[src/inc/psc_pkg.sv]
// Constants shared by the phase shifter control port and its helpers.
// Assumes a 50 MHz system clock and a byte-addressed AHB-Lite register window.
package psc_pkg;

  // Serial word layout
  localparam int WORD_BITS  = 6;
  localparam int PHASE_BITS = 4;
  localparam int CNT_W      = 3;
  localparam logic [CNT_W-1:0] WORD_FULL = 3'h6;

  // Synchronised pin bus index
  localparam int PIN_N      = 7;
  localparam int PIN_MODE   = 0;
  localparam int PIN_STROBE = 1;
  localparam int PIN_SCLK   = 2;
  localparam int PIN_SDI    = 3;
  localparam int PIN_B45    = 4;
  localparam int PIN_B90    = 5;
  localparam int PIN_B180   = 6;

  // Register byte offsets
  localparam logic [31:0] OFS_CTRL   = 32'h0000_0000;
  localparam logic [31:0] OFS_STATUS = 32'h0000_0004;
  localparam logic [31:0] OFS_SHIFT  = 32'h0000_0008;
  localparam logic [31:0] OFS_LOADS  = 32'h0000_000c;
  localparam logic [31:0] OFS_PINS   = 32'h0000_0010;
  localparam logic [31:0] OFS_ANGLE  = 32'h0000_0014;

  // Field positions
  localparam int CTRL_HOLD      = 0;
  localparam int STAT_PHASE_LSB = 0;
  localparam int STAT_SERIAL    = 4;
  localparam int STAT_SPACE_ERR = 5;
  localparam int STAT_SHORT_ERR = 6;
  localparam int STAT_STROBE    = 7;
  localparam int STAT_HOLD      = 8;
  localparam int SHIFT_CNT_LSB  = 8;

  // Values after reset
  localparam logic [PHASE_BITS-1:0] RST_PHASE = 4'h0;
  localparam logic [WORD_BITS-1:0]  RST_SHIFT = 6'h00;

  // Phase step in tenths of a degree, lowest weight 22.5 deg
  localparam logic [11:0] STEP_TENTHS = 12'h0e1;

  // AHB
  localparam logic [1:0] HTRANS_NONSEQ = 2'h2;

  // Timing
  localparam int CLK_PERIOD_NS = 20;
  localparam int T_LES_NS      = 630;
  localparam int LES_CYC       = (T_LES_NS + CLK_PERIOD_NS - 1) / CLK_PERIOD_NS;
  localparam int GAP_W         = 6;

endpackage

[src/design/psc_control_port.sv]
// Control port of a four-bit digital phase shifter: serial and parallel
// control inputs, daisy-chain output and an AHB-Lite register window.
// Assumes all control pins are asynchronous to clock and the serial clock
// runs well below a quarter of the system clock rate.
//
// Implementation choices: the AHB-Lite register port and the register addresses.
`timescale 1ns/1ps
module psc_control_port #(
  parameter int LOAD_CNT_W = 16
) (
  // Clock and reset
  input  wire logic                              clock,
  input  wire logic                              rstn,
  // AHB-Lite slave
  input  wire logic                              hsel,
  input  wire logic [31:0]                       haddr,
  input  wire logic [1:0]                        htrans,
  input  wire logic                              hwrite,
  input  wire logic [2:0]                        hsize,
  input  wire logic [31:0]                       hwdata,
  input  wire logic                              hready,
  output logic                                   hreadyout,
  output logic      [31:0]                       hrdata,
  output logic                                   hresp,
  // Mode select: high for serial, low for parallel
  input  wire logic                              mode_select,
  // Dedicated parallel bits
  input  wire logic                              phase_bit_180,
  input  wire logic                              phase_bit_90,
  input  wire logic                              phase_bit_45,
  // Shared pins: strobe or 22.5 bit, shift clock or spare b, data in or spare a
  input  wire logic                              load_strobe,
  input  wire logic                              shift_clock,
  input  wire logic                              shift_data_in_line,
  // Daisy-chain output and phase state
  output logic                                   shift_data_out_line,
  output logic      [psc_pkg::PHASE_BITS-1:0]    phase_state
);

  logic [psc_pkg::PIN_N-1:0]      pin_raw;
  logic [psc_pkg::PIN_N-1:0]      pin_lvl;
  logic [psc_pkg::PIN_N-1:0]      pin_rise;
  logic                           serial_mode;
  logic                           strobe_lvl;
  logic                           shift_en;
  logic                           strobe_event;
  logic                           load_take;
  logic                           short_set;
  logic                           space_set;
  logic [psc_pkg::PHASE_BITS-1:0] par_word;

  logic [psc_pkg::WORD_BITS-1:0]  shreg_r;
  logic [psc_pkg::CNT_W-1:0]      bit_cnt_r;
  logic                           sdo_r;
  logic [psc_pkg::PHASE_BITS-1:0] phase_r;
  logic [psc_pkg::GAP_W-1:0]      gap_r;
  logic                           space_err_r;
  logic                           short_err_r;
  logic [LOAD_CNT_W-1:0]          loads_r;
  logic                           hold_r;
  logic [11:0]                    angle_r;

  logic                           addr_phase;
  logic                           wr_pend_r;
  logic [31:0]                    wr_addr_r;
  logic                           wr_ctrl;
  logic                           wr_status;
  logic                           wr_loads;
  logic [31:0]                    rd_mux;
  logic [31:0]                    hrdata_r;
  logic                           hreadyout_r;
  logic                           hresp_r;

  // Pin synchronisation; the shared pins are decoded by mode afterwards
  assign pin_raw[psc_pkg::PIN_MODE]   = mode_select;
  assign pin_raw[psc_pkg::PIN_STROBE] = load_strobe;
  assign pin_raw[psc_pkg::PIN_SCLK]   = shift_clock;
  assign pin_raw[psc_pkg::PIN_SDI]    = shift_data_in_line;
  assign pin_raw[psc_pkg::PIN_B45]    = phase_bit_45;
  assign pin_raw[psc_pkg::PIN_B90]    = phase_bit_90;
  assign pin_raw[psc_pkg::PIN_B180]   = phase_bit_180;

  psc_sync #(
    .WIDTH  (psc_pkg::PIN_N)
  ) u_sync (
    .clock  (clock),
    .rstn   (rstn),
    .raw_in (pin_raw),
    .level  (pin_lvl),
    .rise   (pin_rise)
  );

  assign serial_mode  = pin_lvl[psc_pkg::PIN_MODE];
  assign strobe_lvl   = serial_mode & pin_lvl[psc_pkg::PIN_STROBE];
  assign shift_en     = serial_mode & pin_rise[psc_pkg::PIN_SCLK] & ~strobe_lvl;
  assign strobe_event = serial_mode & pin_rise[psc_pkg::PIN_STROBE];
  assign load_take    = strobe_event & (bit_cnt_r == psc_pkg::WORD_FULL);
  assign short_set    = strobe_event & (bit_cnt_r != psc_pkg::WORD_FULL);
  assign space_set    = strobe_event &
                        (gap_r < psc_pkg::GAP_W'(psc_pkg::LES_CYC - 1));

  // Parallel word: spare bits on the shared clock and data pins are dropped
  assign par_word = {pin_lvl[psc_pkg::PIN_B180],
                     pin_lvl[psc_pkg::PIN_B90],
                     pin_lvl[psc_pkg::PIN_B45],
                     pin_lvl[psc_pkg::PIN_STROBE]};

  // Shift register moves one place toward the top on each taken clock edge
  always_ff @(posedge clock) begin
    if (!rstn) begin
      shreg_r <= psc_pkg::RST_SHIFT;
    end else if (shift_en) begin
      shreg_r <= {shreg_r[psc_pkg::WORD_BITS-2:0],
                  pin_lvl[psc_pkg::PIN_SDI]};
    end
  end

  // Daisy-chain output: the bit pushed out of the top, parked low in parallel
  always_ff @(posedge clock) begin
    if (!rstn) begin
      sdo_r <= 1'b0;
    end else if (!serial_mode) begin
      sdo_r <= 1'b0;
    end else if (shift_en) begin
      sdo_r <= shreg_r[psc_pkg::WORD_BITS-1];
    end
  end

  // Bits shifted since the last strobe, saturating at a full word
  always_ff @(posedge clock) begin
    if (!rstn) begin
      bit_cnt_r <= '0;
    end else if (shift_en) begin
      if (bit_cnt_r != psc_pkg::WORD_FULL) begin
        bit_cnt_r <= bit_cnt_r + 3'h1;
      end
    end else if (strobe_event) begin
      bit_cnt_r <= '0;
    end
  end

  // Phase state: frozen while hold is set; else parallel follows the pins, serial updates only on a taken strobe
  always_ff @(posedge clock) begin
    if (!rstn) begin
      phase_r <= psc_pkg::RST_PHASE;
    end else if (hold_r) begin
      phase_r <= phase_r;
    end else if (!serial_mode) begin
      phase_r <= par_word;
    end else if (load_take) begin
      phase_r <= shreg_r[psc_pkg::WORD_BITS-1 -: psc_pkg::PHASE_BITS];
    end else begin
      phase_r <= phase_r;
    end
  end

  // Phase angle in tenths of a degree, binary weighted from the state
  always_ff @(posedge clock) begin
    if (!rstn) begin
      angle_r <= '0;
    end else begin
      angle_r <= 12'({8'h00, phase_r} * psc_pkg::STEP_TENTHS);
    end
  end

  // Cycles since the last strobe, saturating at the minimum spacing
  always_ff @(posedge clock) begin
    if (!rstn) begin
      gap_r <= psc_pkg::GAP_W'(psc_pkg::LES_CYC);
    end else if (strobe_event) begin
      gap_r <= '0;
    end else if (gap_r < psc_pkg::GAP_W'(psc_pkg::LES_CYC)) begin
      gap_r <= gap_r + 6'h01;
    end
  end

  // Spacing error, write one to clear; a new event wins over the clear
  always_ff @(posedge clock) begin
    if (!rstn) begin
      space_err_r <= 1'b0;
    end else begin
      space_err_r <= space_set |
                     (space_err_r & ~(wr_status & hwdata[psc_pkg::STAT_SPACE_ERR]));
    end
  end

  // Short word error, write one to clear; a new event wins over the clear
  always_ff @(posedge clock) begin
    if (!rstn) begin
      short_err_r <= 1'b0;
    end else begin
      short_err_r <= short_set |
                     (short_err_r & ~(wr_status & hwdata[psc_pkg::STAT_SHORT_ERR]));
    end
  end

  // Taken load counter, cleared by any write to the loads register; a load in that cycle counts
  always_ff @(posedge clock) begin
    if (!rstn) begin
      loads_r <= '0;
    end else if (wr_loads) begin
      loads_r <= load_take ? LOAD_CNT_W'(1) : '0;
    end else if (load_take) begin
      loads_r <= loads_r + LOAD_CNT_W'(1);
    end
  end

  // Control register
  always_ff @(posedge clock) begin
    if (!rstn) begin
      hold_r <= 1'b0;
    end else if (wr_ctrl) begin
      hold_r <= hwdata[psc_pkg::CTRL_HOLD];
    end
  end

  // AHB-Lite address phase capture; only word transfers are expected
  assign addr_phase = hsel & hready & htrans[1];

  always_ff @(posedge clock) begin
    if (!rstn) begin
      wr_pend_r <= 1'b0;
      wr_addr_r <= '0;
    end else begin
      wr_pend_r <= addr_phase & hwrite;
      if (addr_phase) begin
        wr_addr_r <= haddr;
      end
    end
  end

  assign wr_ctrl   = wr_pend_r & (wr_addr_r == psc_pkg::OFS_CTRL);
  assign wr_status = wr_pend_r & (wr_addr_r == psc_pkg::OFS_STATUS);
  assign wr_loads  = wr_pend_r & (wr_addr_r == psc_pkg::OFS_LOADS);

  // Read data selection; unmapped addresses read as zero
  always_comb begin
    rd_mux = '0;
    unique case (haddr)
      psc_pkg::OFS_CTRL: begin
        rd_mux[psc_pkg::CTRL_HOLD] = hold_r;
      end
      psc_pkg::OFS_STATUS: begin
        rd_mux[psc_pkg::STAT_PHASE_LSB +: psc_pkg::PHASE_BITS] = phase_r;
        rd_mux[psc_pkg::STAT_SERIAL]    = serial_mode;
        rd_mux[psc_pkg::STAT_SPACE_ERR] = space_err_r;
        rd_mux[psc_pkg::STAT_SHORT_ERR] = short_err_r;
        rd_mux[psc_pkg::STAT_STROBE]    = strobe_lvl;
        rd_mux[psc_pkg::STAT_HOLD]      = hold_r;
      end
      psc_pkg::OFS_SHIFT: begin
        rd_mux[psc_pkg::WORD_BITS-1:0] = shreg_r;
        rd_mux[psc_pkg::SHIFT_CNT_LSB +: psc_pkg::CNT_W] = bit_cnt_r;
      end
      psc_pkg::OFS_LOADS: begin
        rd_mux[LOAD_CNT_W-1:0] = loads_r;
      end
      psc_pkg::OFS_PINS: begin
        rd_mux[psc_pkg::PIN_N-1:0] = pin_lvl;
      end
      psc_pkg::OFS_ANGLE: begin
        rd_mux[11:0] = angle_r;
      end
      default: begin
        rd_mux = '0;
      end
    endcase
  end

  // Zero wait state slave, always OKAY
  always_ff @(posedge clock) begin
    if (!rstn) begin
      hrdata_r    <= '0;
      hreadyout_r <= 1'b1;
      hresp_r     <= 1'b0;
    end else begin
      hrdata_r    <= (addr_phase & ~hwrite) ? rd_mux : 32'h0000_0000;
      hreadyout_r <= 1'b1;
      hresp_r     <= 1'b0;
    end
  end

  assign hrdata              = hrdata_r;
  assign hreadyout           = hreadyout_r;
  assign hresp               = hresp_r;
  assign shift_data_out_line = sdo_r;
  assign phase_state         = phase_r;

endmodule // psc_control_port

[src/design/psc_sync.sv]
// Two-flop synchroniser with a third stage for rising edge detection.
// Assumes inputs are asynchronous to clock and held for at least two clock periods.
`timescale 1ns/1ps
module psc_sync #(
  parameter int WIDTH = 1
) (
  // Clock and reset
  input  wire logic             clock,
  input  wire logic             rstn,
  // Asynchronous inputs
  input  wire logic [WIDTH-1:0] raw_in,
  // Synchronised level and rising edge
  output logic      [WIDTH-1:0] level,
  output logic      [WIDTH-1:0] rise
);

  logic [WIDTH-1:0] meta_r;
  logic [WIDTH-1:0] sync_r;
  logic [WIDTH-1:0] prev_r;

  always_ff @(posedge clock) begin
    if (!rstn) begin
      meta_r <= '0;
      sync_r <= '0;
      prev_r <= '0;
    end else begin
      meta_r <= raw_in;
      sync_r <= meta_r;
      prev_r <= sync_r;
    end
  end

  assign level = sync_r;
  assign rise  = sync_r & ~prev_r;

endmodule // psc_sync

[config.mk]
export PLATFORM = sky130hd
export DESIGN_NAME = psc_control_port
export DESIGN_NICKNAME = d
export VERILOG_FILES = /design/src/inc/psc_pkg.sv /design/src/design/psc_control_port.sv /design/src/design/psc_sync.sv
export SDC_FILE = /design/constraint.sdc
export NUM_CORES = 1
export LEC_CHECK = 0
export BUFFER_PORTS_ARGS = -buffer_cell sky130_fd_sc_hd__buf_2
export CAP_MARGIN = 5
export CELL_PAD_IN_SITES_DETAIL_PLACEMENT = 0
export CELL_PAD_IN_SITES_GLOBAL_PLACEMENT = 1
export CORE_MARGIN = 3
export CORE_UTILIZATION = 40
export CTS_CLUSTER_DIAMETER = 120
export DETAILED_ROUTE_END_ITERATION = 10
export HOLD_SLACK_MARGIN = 0.05
export PLACE_DENSITY_LB_ADDON = 0.15
export SLEW_MARGIN = 20
export SYNTH_ARGS = -nofsm -noshare
export SYNTH_HDL_FRONTEND = slang
export SYNTH_SLANG_ARGS = --single-unit
[constraint.sdc]
create_clock -name clock -period 3.19 [get_ports clock]
set_input_delay 0.4785 -clock clock [delete_from_list [all_inputs] [get_ports clock]]
set_output_delay 0.4785 -clock clock [all_outputs]
set_load 0.01 [all_outputs]
==> qor.yml, run 1 <==
layout:
  layout_common_cells: "114 x dfxtp_1, 84 x nand2_1, 68 x buf_2, 54 x a21oi_1, 35 x nor2_1"
  fin_cells: 831
  final_common_cell: "dfxtp_1"
  synthToLayoutAreaGrowth_pct: 20.8
  antenna_cells: 0
  nFillCells: 1225
  drive_above_1_share: 0.172
  fin_area_mm2: 0.00614
  nNetsFinal: 749
drt:
  firstDrtPassIters: 5
  drtIter0Drc: 269
  met1Wirelength_mm: 5.82
  drc: 0
  vias: 4330
  topRoutingLayerUsed: "met4"
  wl_per_cell_um: 15.2
  drt-total-wl_mm: 12.7
  route.met2.wl_mm: 5.70
  viasPerCell: 5.21
  ant_nets: 0
  met3_length_um: 875
clock_tree:
  cts_tree: "done"
  htreeDepth: 4
  cts_made_buffers: 17
  cts_setup_buffers: 0
  max-clock-path-buffers: 2
  ctsHoldBuffers: 0
  clock_sinks: 114
  insertion_delay_ns: 0.41
  clock-root-buffer: "clkbuf_16"
  cts_resized: 0
  clk_pin_slew_ns: 0.05
worst_setup_path:
  crit_path_end_kind: "register"
  r2r_slack_ns: 0.52
  reg2reg_to: "angle_r[11]"
  cp.arrival_ns: 2.94
  cp-start-kind: "register"
  worstSetupPathType: "register to register"
  cpMaxStageDelayCell: "fa_1"
  reg2reg_depth: 10
  worstReg2RegStart: "phase_state[1]"
  worstPathCellList: "inv_1 -> fa_1 -> inv_1 -> ha_1 -> inv_1 -> fa_1 -> nor2b_1 -> o21ai_0 -> a21boi_0 -> nor3_1"
  critPathMaxFanout: 6
  critPathMaxStageDelay_ns: 0.56
  required_ns: 3.47
  critPathMostFrequentCell: "inv_1"
global_routing:
  grt_max_degree: 52
  grt_pass1_wl_mm: 20.8
  grt_usage: 0.187
  antenna_found_initial: 0
  first_global_vias: 4057
  overflow: 0
timing:
  maxSlewViolCount: 0
  max_freq_mhz: 375
  fin_setup_tns_ns: 0
  fin_skew_ns: 0.00438
  min_period_over_period: 0.836
  setup_violations: 0
  rsz0062_at_grt: "false"
  slew_headroom: 0.470
  worst_pin_slew_ns: 0.789
  period_minus_slack_ns: 2.67
  hold_viol: 0
placed_design:
  place_inst: 799
  dp_hpwl_mm: 9.20
  place_congestion: 0.858
  io_buffers: 68
  postPlaceCellArea_mm2: 0.00551
job:
  cap_violations: 0
die:
  die_width_um: 119
  die_h_um: 119
  core_mm2: 0.0122
  row_count: 40
  top_level_ports: 120
  start_util: 0.417
  dieArea_mm2: 0.0141
power_and_ir_drop:
  p_leak_nw: 2.42
  power_density_mw_per_mm2: 601
  comb_power_share: 0.051
  netSwitchingPower_w: 0.000779
  power_frac_seq: 0.401
  switching_share: 0.211
  clockPowerShare: 0.548
  power.internal_w: 0.00291
  ir_drop_v: 0.000371
synthesis:
  syn-cell-area_mm2: 0.00509
  synth_edf_count: 0
  ys_types: 59
  ys_async_sr_fraction: 0
  synth_top_flop_cell: "dfxtp_1"
  yosysWarnings: 0
  yosysSeqAreaShare: 0.449
  synthCells: 588
  ys_seq_elements: 114
  syn_area_per_cell_um2: 8.65
worst_hold_path:
  min-delay-start: "hwdata[5]"
  hold_depth: 2
  hold_class: "input port to register"
  hold_path_end: "space_err_r"
status:
  status: "complete, no violations"
layout make-up:
cell class                      instances  area, um^2  area share
Inverter                               19        71.3      0.0116
Sequential cell                       114        2280       0.371
Timing Repair Buffer                   77         408      0.0664
Multi-Input combinational cell        421        2530       0.412
Clock inverter                          9         151      0.0246
Clock buffer                           23         488      0.0794
Tap cell                              168         210      0.0342
kinds of logic (layout without fill, tap and decap cells):
family	Yosys count	after routing	share of synthesized area
AND/OR/NAND/NOR	248	248	0.252
other	2	18	0.00148
flip-flops	114	114	0.449
multiplexers	16	16	0.0322
AO/OA/AOI/OAI	109	109	0.130
adder cells (fa/ha/maj)	18	18	0.0487
XOR/XNOR	12	12	0.0207
buffers and inverters	69	128	0.0664
cells in the mapped netlist, types with 3 or more instances:
library cell  count  area share
a211oi_1          4      0.0059
a21oi_1          54       0.053
a22o_1            5      0.0086
a22oi_1           8       0.012
a32oi_1           3      0.0052
and2_1           21       0.026
and3_1            9       0.011
and4_1            6       0.010
and4b_1           3      0.0059
buf_2             3      0.0030
buf_4            18       0.027
clkbuf_1         26       0.019
dfxtp_1         114        0.45
fa_1              3       0.012
ha_1             15       0.037
inv_1            18       0.013
mux2_2            3      0.0066
mux2i_1          13       0.026
nand2_1          84       0.062
nand3_1          15       0.015
nand3b_1          4      0.0059
nand4_1           7      0.0086
nand4b_1          3      0.0052
nor2_1           35       0.026
nor2b_1           5      0.0061
nor3_1           13       0.013
nor4_1           20       0.025
nor4b_1           3      0.0052
o21ai_0          18       0.018
or3_1            10       0.012
xnor2_1           7       0.012
xor2_1            5      0.0086
worst max-delay path, delay by kind of cell, from the launching register on:
kind	cells	cell delay, ns
fa+ha+maj	3	1.29
flops	1	0.45
compound gates	2	0.29
buf+inv	3	0.27
simple gates	2	0.23
per-layer routing:
layer  vias to the layer above  GRT usage
li1                       2161          -
met1                      1999      0.254
met2                       146      0.276
met3                        24     0.0512
met4                         0     0.0833
met5                         -          0
worst max path at each step:
stage,cells after the start,start,slack [ns],endpoint
6_report,10,phase_state[1],0.52,angle_r[11]
5_1_grt,10,phase_state[1],0.31,angle_r[11]
4_1_cts,10,phase_state[1],0.50,angle_r[11]
3_5_place_dp,10,phase_state[1],0.52,angle_r[11]
3_3_place_gp,10,phase_state[2],0.62,angle_r[11]
2_1_floorplan,10,phase_state[1],0.74,angle_r[11]
state kept, by name, summed over array words and instances, names as in the netlist:
register / flops
u_sync.prev_r: 2
u_sync.meta_r: 7
hrdata: 16
bit_cnt_r: 3
loads_r: 16
wr_pend_r: 1
angle_r: 10
space_err_r: 1
short_err_r: 1
phase_state: 4
gap_r: 6
hold_r: 1
u_sync.level: 7
shreg_r: 6
shift_data_out_line: 1
wr_addr_r: 32
power by group through the flow:
stage / sequential (W) / combinational, W / clock, W
2_1_floorplan: 0.00150 / 0.000135 / 0
5_1_grt: 0.00148 / 0.000213 / 0.00213
4_1_cts: 0.00148 / 0.000190 / 0.00207
3_5_place_dp: 0.00151 / 0.000189 / 0
6_report: 0.00148 / 0.000189 / 0.00202
3_3_place_gp: 0.00151 / 0.000186 / 0
per-stage QoR:
step                hold slack [ns]   util  power [W]  setup slack, ns
floorplan                     0.412      -    0.00164            0.739
global placement              0.415  0.451    0.00169            0.618
detailed placement            0.418  0.451    0.00170            0.523
CTS                           0.241  0.503    0.00374            0.503
global route                  0.251  0.503    0.00383            0.312
finish                        0.266  0.503    0.00369            0.524
No activity file was read; power rests on OpenSTA's default activity.
==> run 2: changes to the inputs <==
- clock period: 3.19 -> 2.7 ns (I/O delays scaled with it)
==> qor.yml, run 2 (synthesis results as in run 1) <==
timing:
  rsz0062_at_grt: "false"
  period_minus_slack_ns: 2.48  # -0.186 ns
  fin_hold_ws_ns: 0.189  # -0.0776 ns
  maxSlewViolCount: 0  # unchanged
  worst_pin_slew_ns: 0.601  # -0.188 ns
  fin_setup_tns_ns: 0  # unchanged
  min_period_over_period: 0.919  # +0.0829
  hold_viol: 0  # unchanged
  worst_slack_ns: 0.219  # -0.304 ns
  setup_violations: 0  # unchanged
  slew_headroom: 0.598  # +0.128
  max_freq_mhz: 403  # +7.5%
  fin_skew_ns: 0.00427  # -0.000112 ns
drt:
  vias: 4347  # +0.39%
  viasPerCell: 5.19  # -0.33%
  firstDrtPassIters: 5  # unchanged
  drc: 0  # unchanged
  wl_per_cell_um: 15.3  # +0.13%
  drtIter0Drc: 279  # +3.7%
  drt-total-wl_mm: 12.8  # +0.85%
  ant_nets: 0  # unchanged
worst_setup_path:
  worstReg2RegStart: "phase_state[1]"
  required_ns: 3.03  # -0.44 ns
  worstSetupStartpoint: "phase_state[1]"
  cp.arrival_ns: 2.81  # -0.13 ns
  critPathMaxFanout: 3  # -3
  crit_path_end_kind: "register"
  cp-start-kind: "register"
  reg2reg_depth: 10  # unchanged
  worstSetupPathType: "register to register"
global_routing:
  grt_usage: 0.188  # +0.00142
  grt_max_degree: 33  # -37%
  overflow: 0  # unchanged
  grt_pass1_wl_mm: 20.8  # +0.23%
  first_global_vias: 4135  # +1.9%
  antenna_found_initial: 1  # +1
layout:
  nNetsFinal: 755  # +0.80%
  synthToLayoutAreaGrowth_pct: 20.5
  layout_common_cells: "114 x dfxtp_1, 84 x nand2_1, 68 x buf_2, 54 x a21oi_1, 35 x nor2_1"
  fin_area_mm2: 0.00613  # -0.22%
  largest_register_ffs: 32  # unchanged
  drive_above_1_share: 0.181  # +0.00892
  antenna_cells: 0  # unchanged
  final_common_cell: "dfxtp_1"
  nFillCells: 1214  # -0.90%
  regMostFlops: "wr_addr_r"
die:
  dieArea_mm2: 0.0141  # unchanged
  row_count: 40  # unchanged
  core_mm2: 0.0122  # unchanged
  die_width_um: 119  # unchanged
  top_level_ports: 120  # unchanged
  die_h_um: 119  # unchanged
  start_util: 0.417  # unchanged
placed_design:
  place_ws_ns: 0.242  # -0.282 ns
  place_congestion: 0.838  # -2.4%
  postPlaceCellArea_mm2: 0.00555  # +0.82%
  dp_hpwl_mm: 9.43  # +2.5%
  io_buffers: 68  # unchanged
clock_tree:
  clock_sinks: 114  # unchanged
  insertion_delay_ns: 0.42  # about the same
  clk_pin_slew_ns: 0.05  # about the same
  ctsHoldBuffers: 0  # unchanged
  htreeDepth: 4  # unchanged
  cts_made_buffers: 17  # unchanged
  cts_setup_buffers: 0  # unchanged
  max-clock-path-buffers: 2  # unchanged
  cts_tree: "done"
  cts_resized: 0  # unchanged
  clock-root-buffer: "clkbuf_16"
power_and_ir_drop:
  p_leak_nw: 2.43  # +0.28%
  netSwitchingPower_w: 0.000923  # +18%
  power_density_mw_per_mm2: 676  # +13%
  ir_drop_v: 0.000408  # +10%
  power_frac_seq: 0.421  # +0.020
  comb_power_share: 0.055  # +0.004
  switching_share: 0.223  # +0.0115
  power.internal_w: 0.00322  # +11%
  clockPowerShare: 0.524  # -0.024
worst_hold_path:
  min-delay-start: "hwdata[5]"
  hold_depth: 2  # unchanged
  hold_class: "input port to register"
job:
  cap_violations: 0  # unchanged
status:
  status: "complete, no violations"
-- run 2: area by class of cell --
cell class	count	area, um^2	area share
multi-input combinational	421	2530	0.413
inverter	19	71.3	0.0116
sequential	114	2280	0.372
clock buffer	21	470	0.0767
clock inverter	11	110	0.0180
tap	168	210	0.0343
timing repair buffer	83	453	0.0739
-- run 2: final timing paths --
path,end,slack [ns]
setup / recovery,angle_r[11],0.22
hold / removal,space_err_r,0.19
setup reg to reg,angle_r[11],0.22
hold reg to reg,u_sync.level[4],0.43
-- run 2: power by group through the flow --
stage          sequential [W]  clock (W)  combinational [W]
2_1_floorplan         0.00177          0           0.000160
3_3_place_gp          0.00178          0           0.000223
3_5_place_dp          0.00178          0           0.000227
4_1_cts               0.00175    0.00223           0.000228
5_1_grt               0.00175    0.00229           0.000256
6_report              0.00175    0.00217           0.000226
-- run 2: metrics by stage --
step	power [W]	utilization	std cells
3_3_place_gp	0.00200	0.455	805
4_1_cts	0.00420	0.502	837
3_5_place_dp	0.00201	0.455	805
2_1_floorplan	0.00193	-	604
5_1_grt	0.00430	0.502	837
6_report	0.00414	0.502	837
-- run 2: critical path, stage by stage, from the launching register on --
cell and delay [ns]:
dfxtp_1 0.32, inv_1 0.09, fa_1 0.54, inv_1 0.05, ha_1 0.30, inv_1 0.06, fa_1 0.45, nor2b_1 0.15
o21ai_0 0.12, nor3b_1 0.17, nor3_1 0.15
-- run 2: routing by layer --
layer  vias up  share of wire  global-route usage  wire length, um
met5         -        0.00055                   0                7
met4         2          0.017              0.0840              218
met3        22          0.059              0.0565              752
met2       122           0.45               0.291             5800
met1      2027           0.47               0.242             5990
li1       2174              -                   -                -
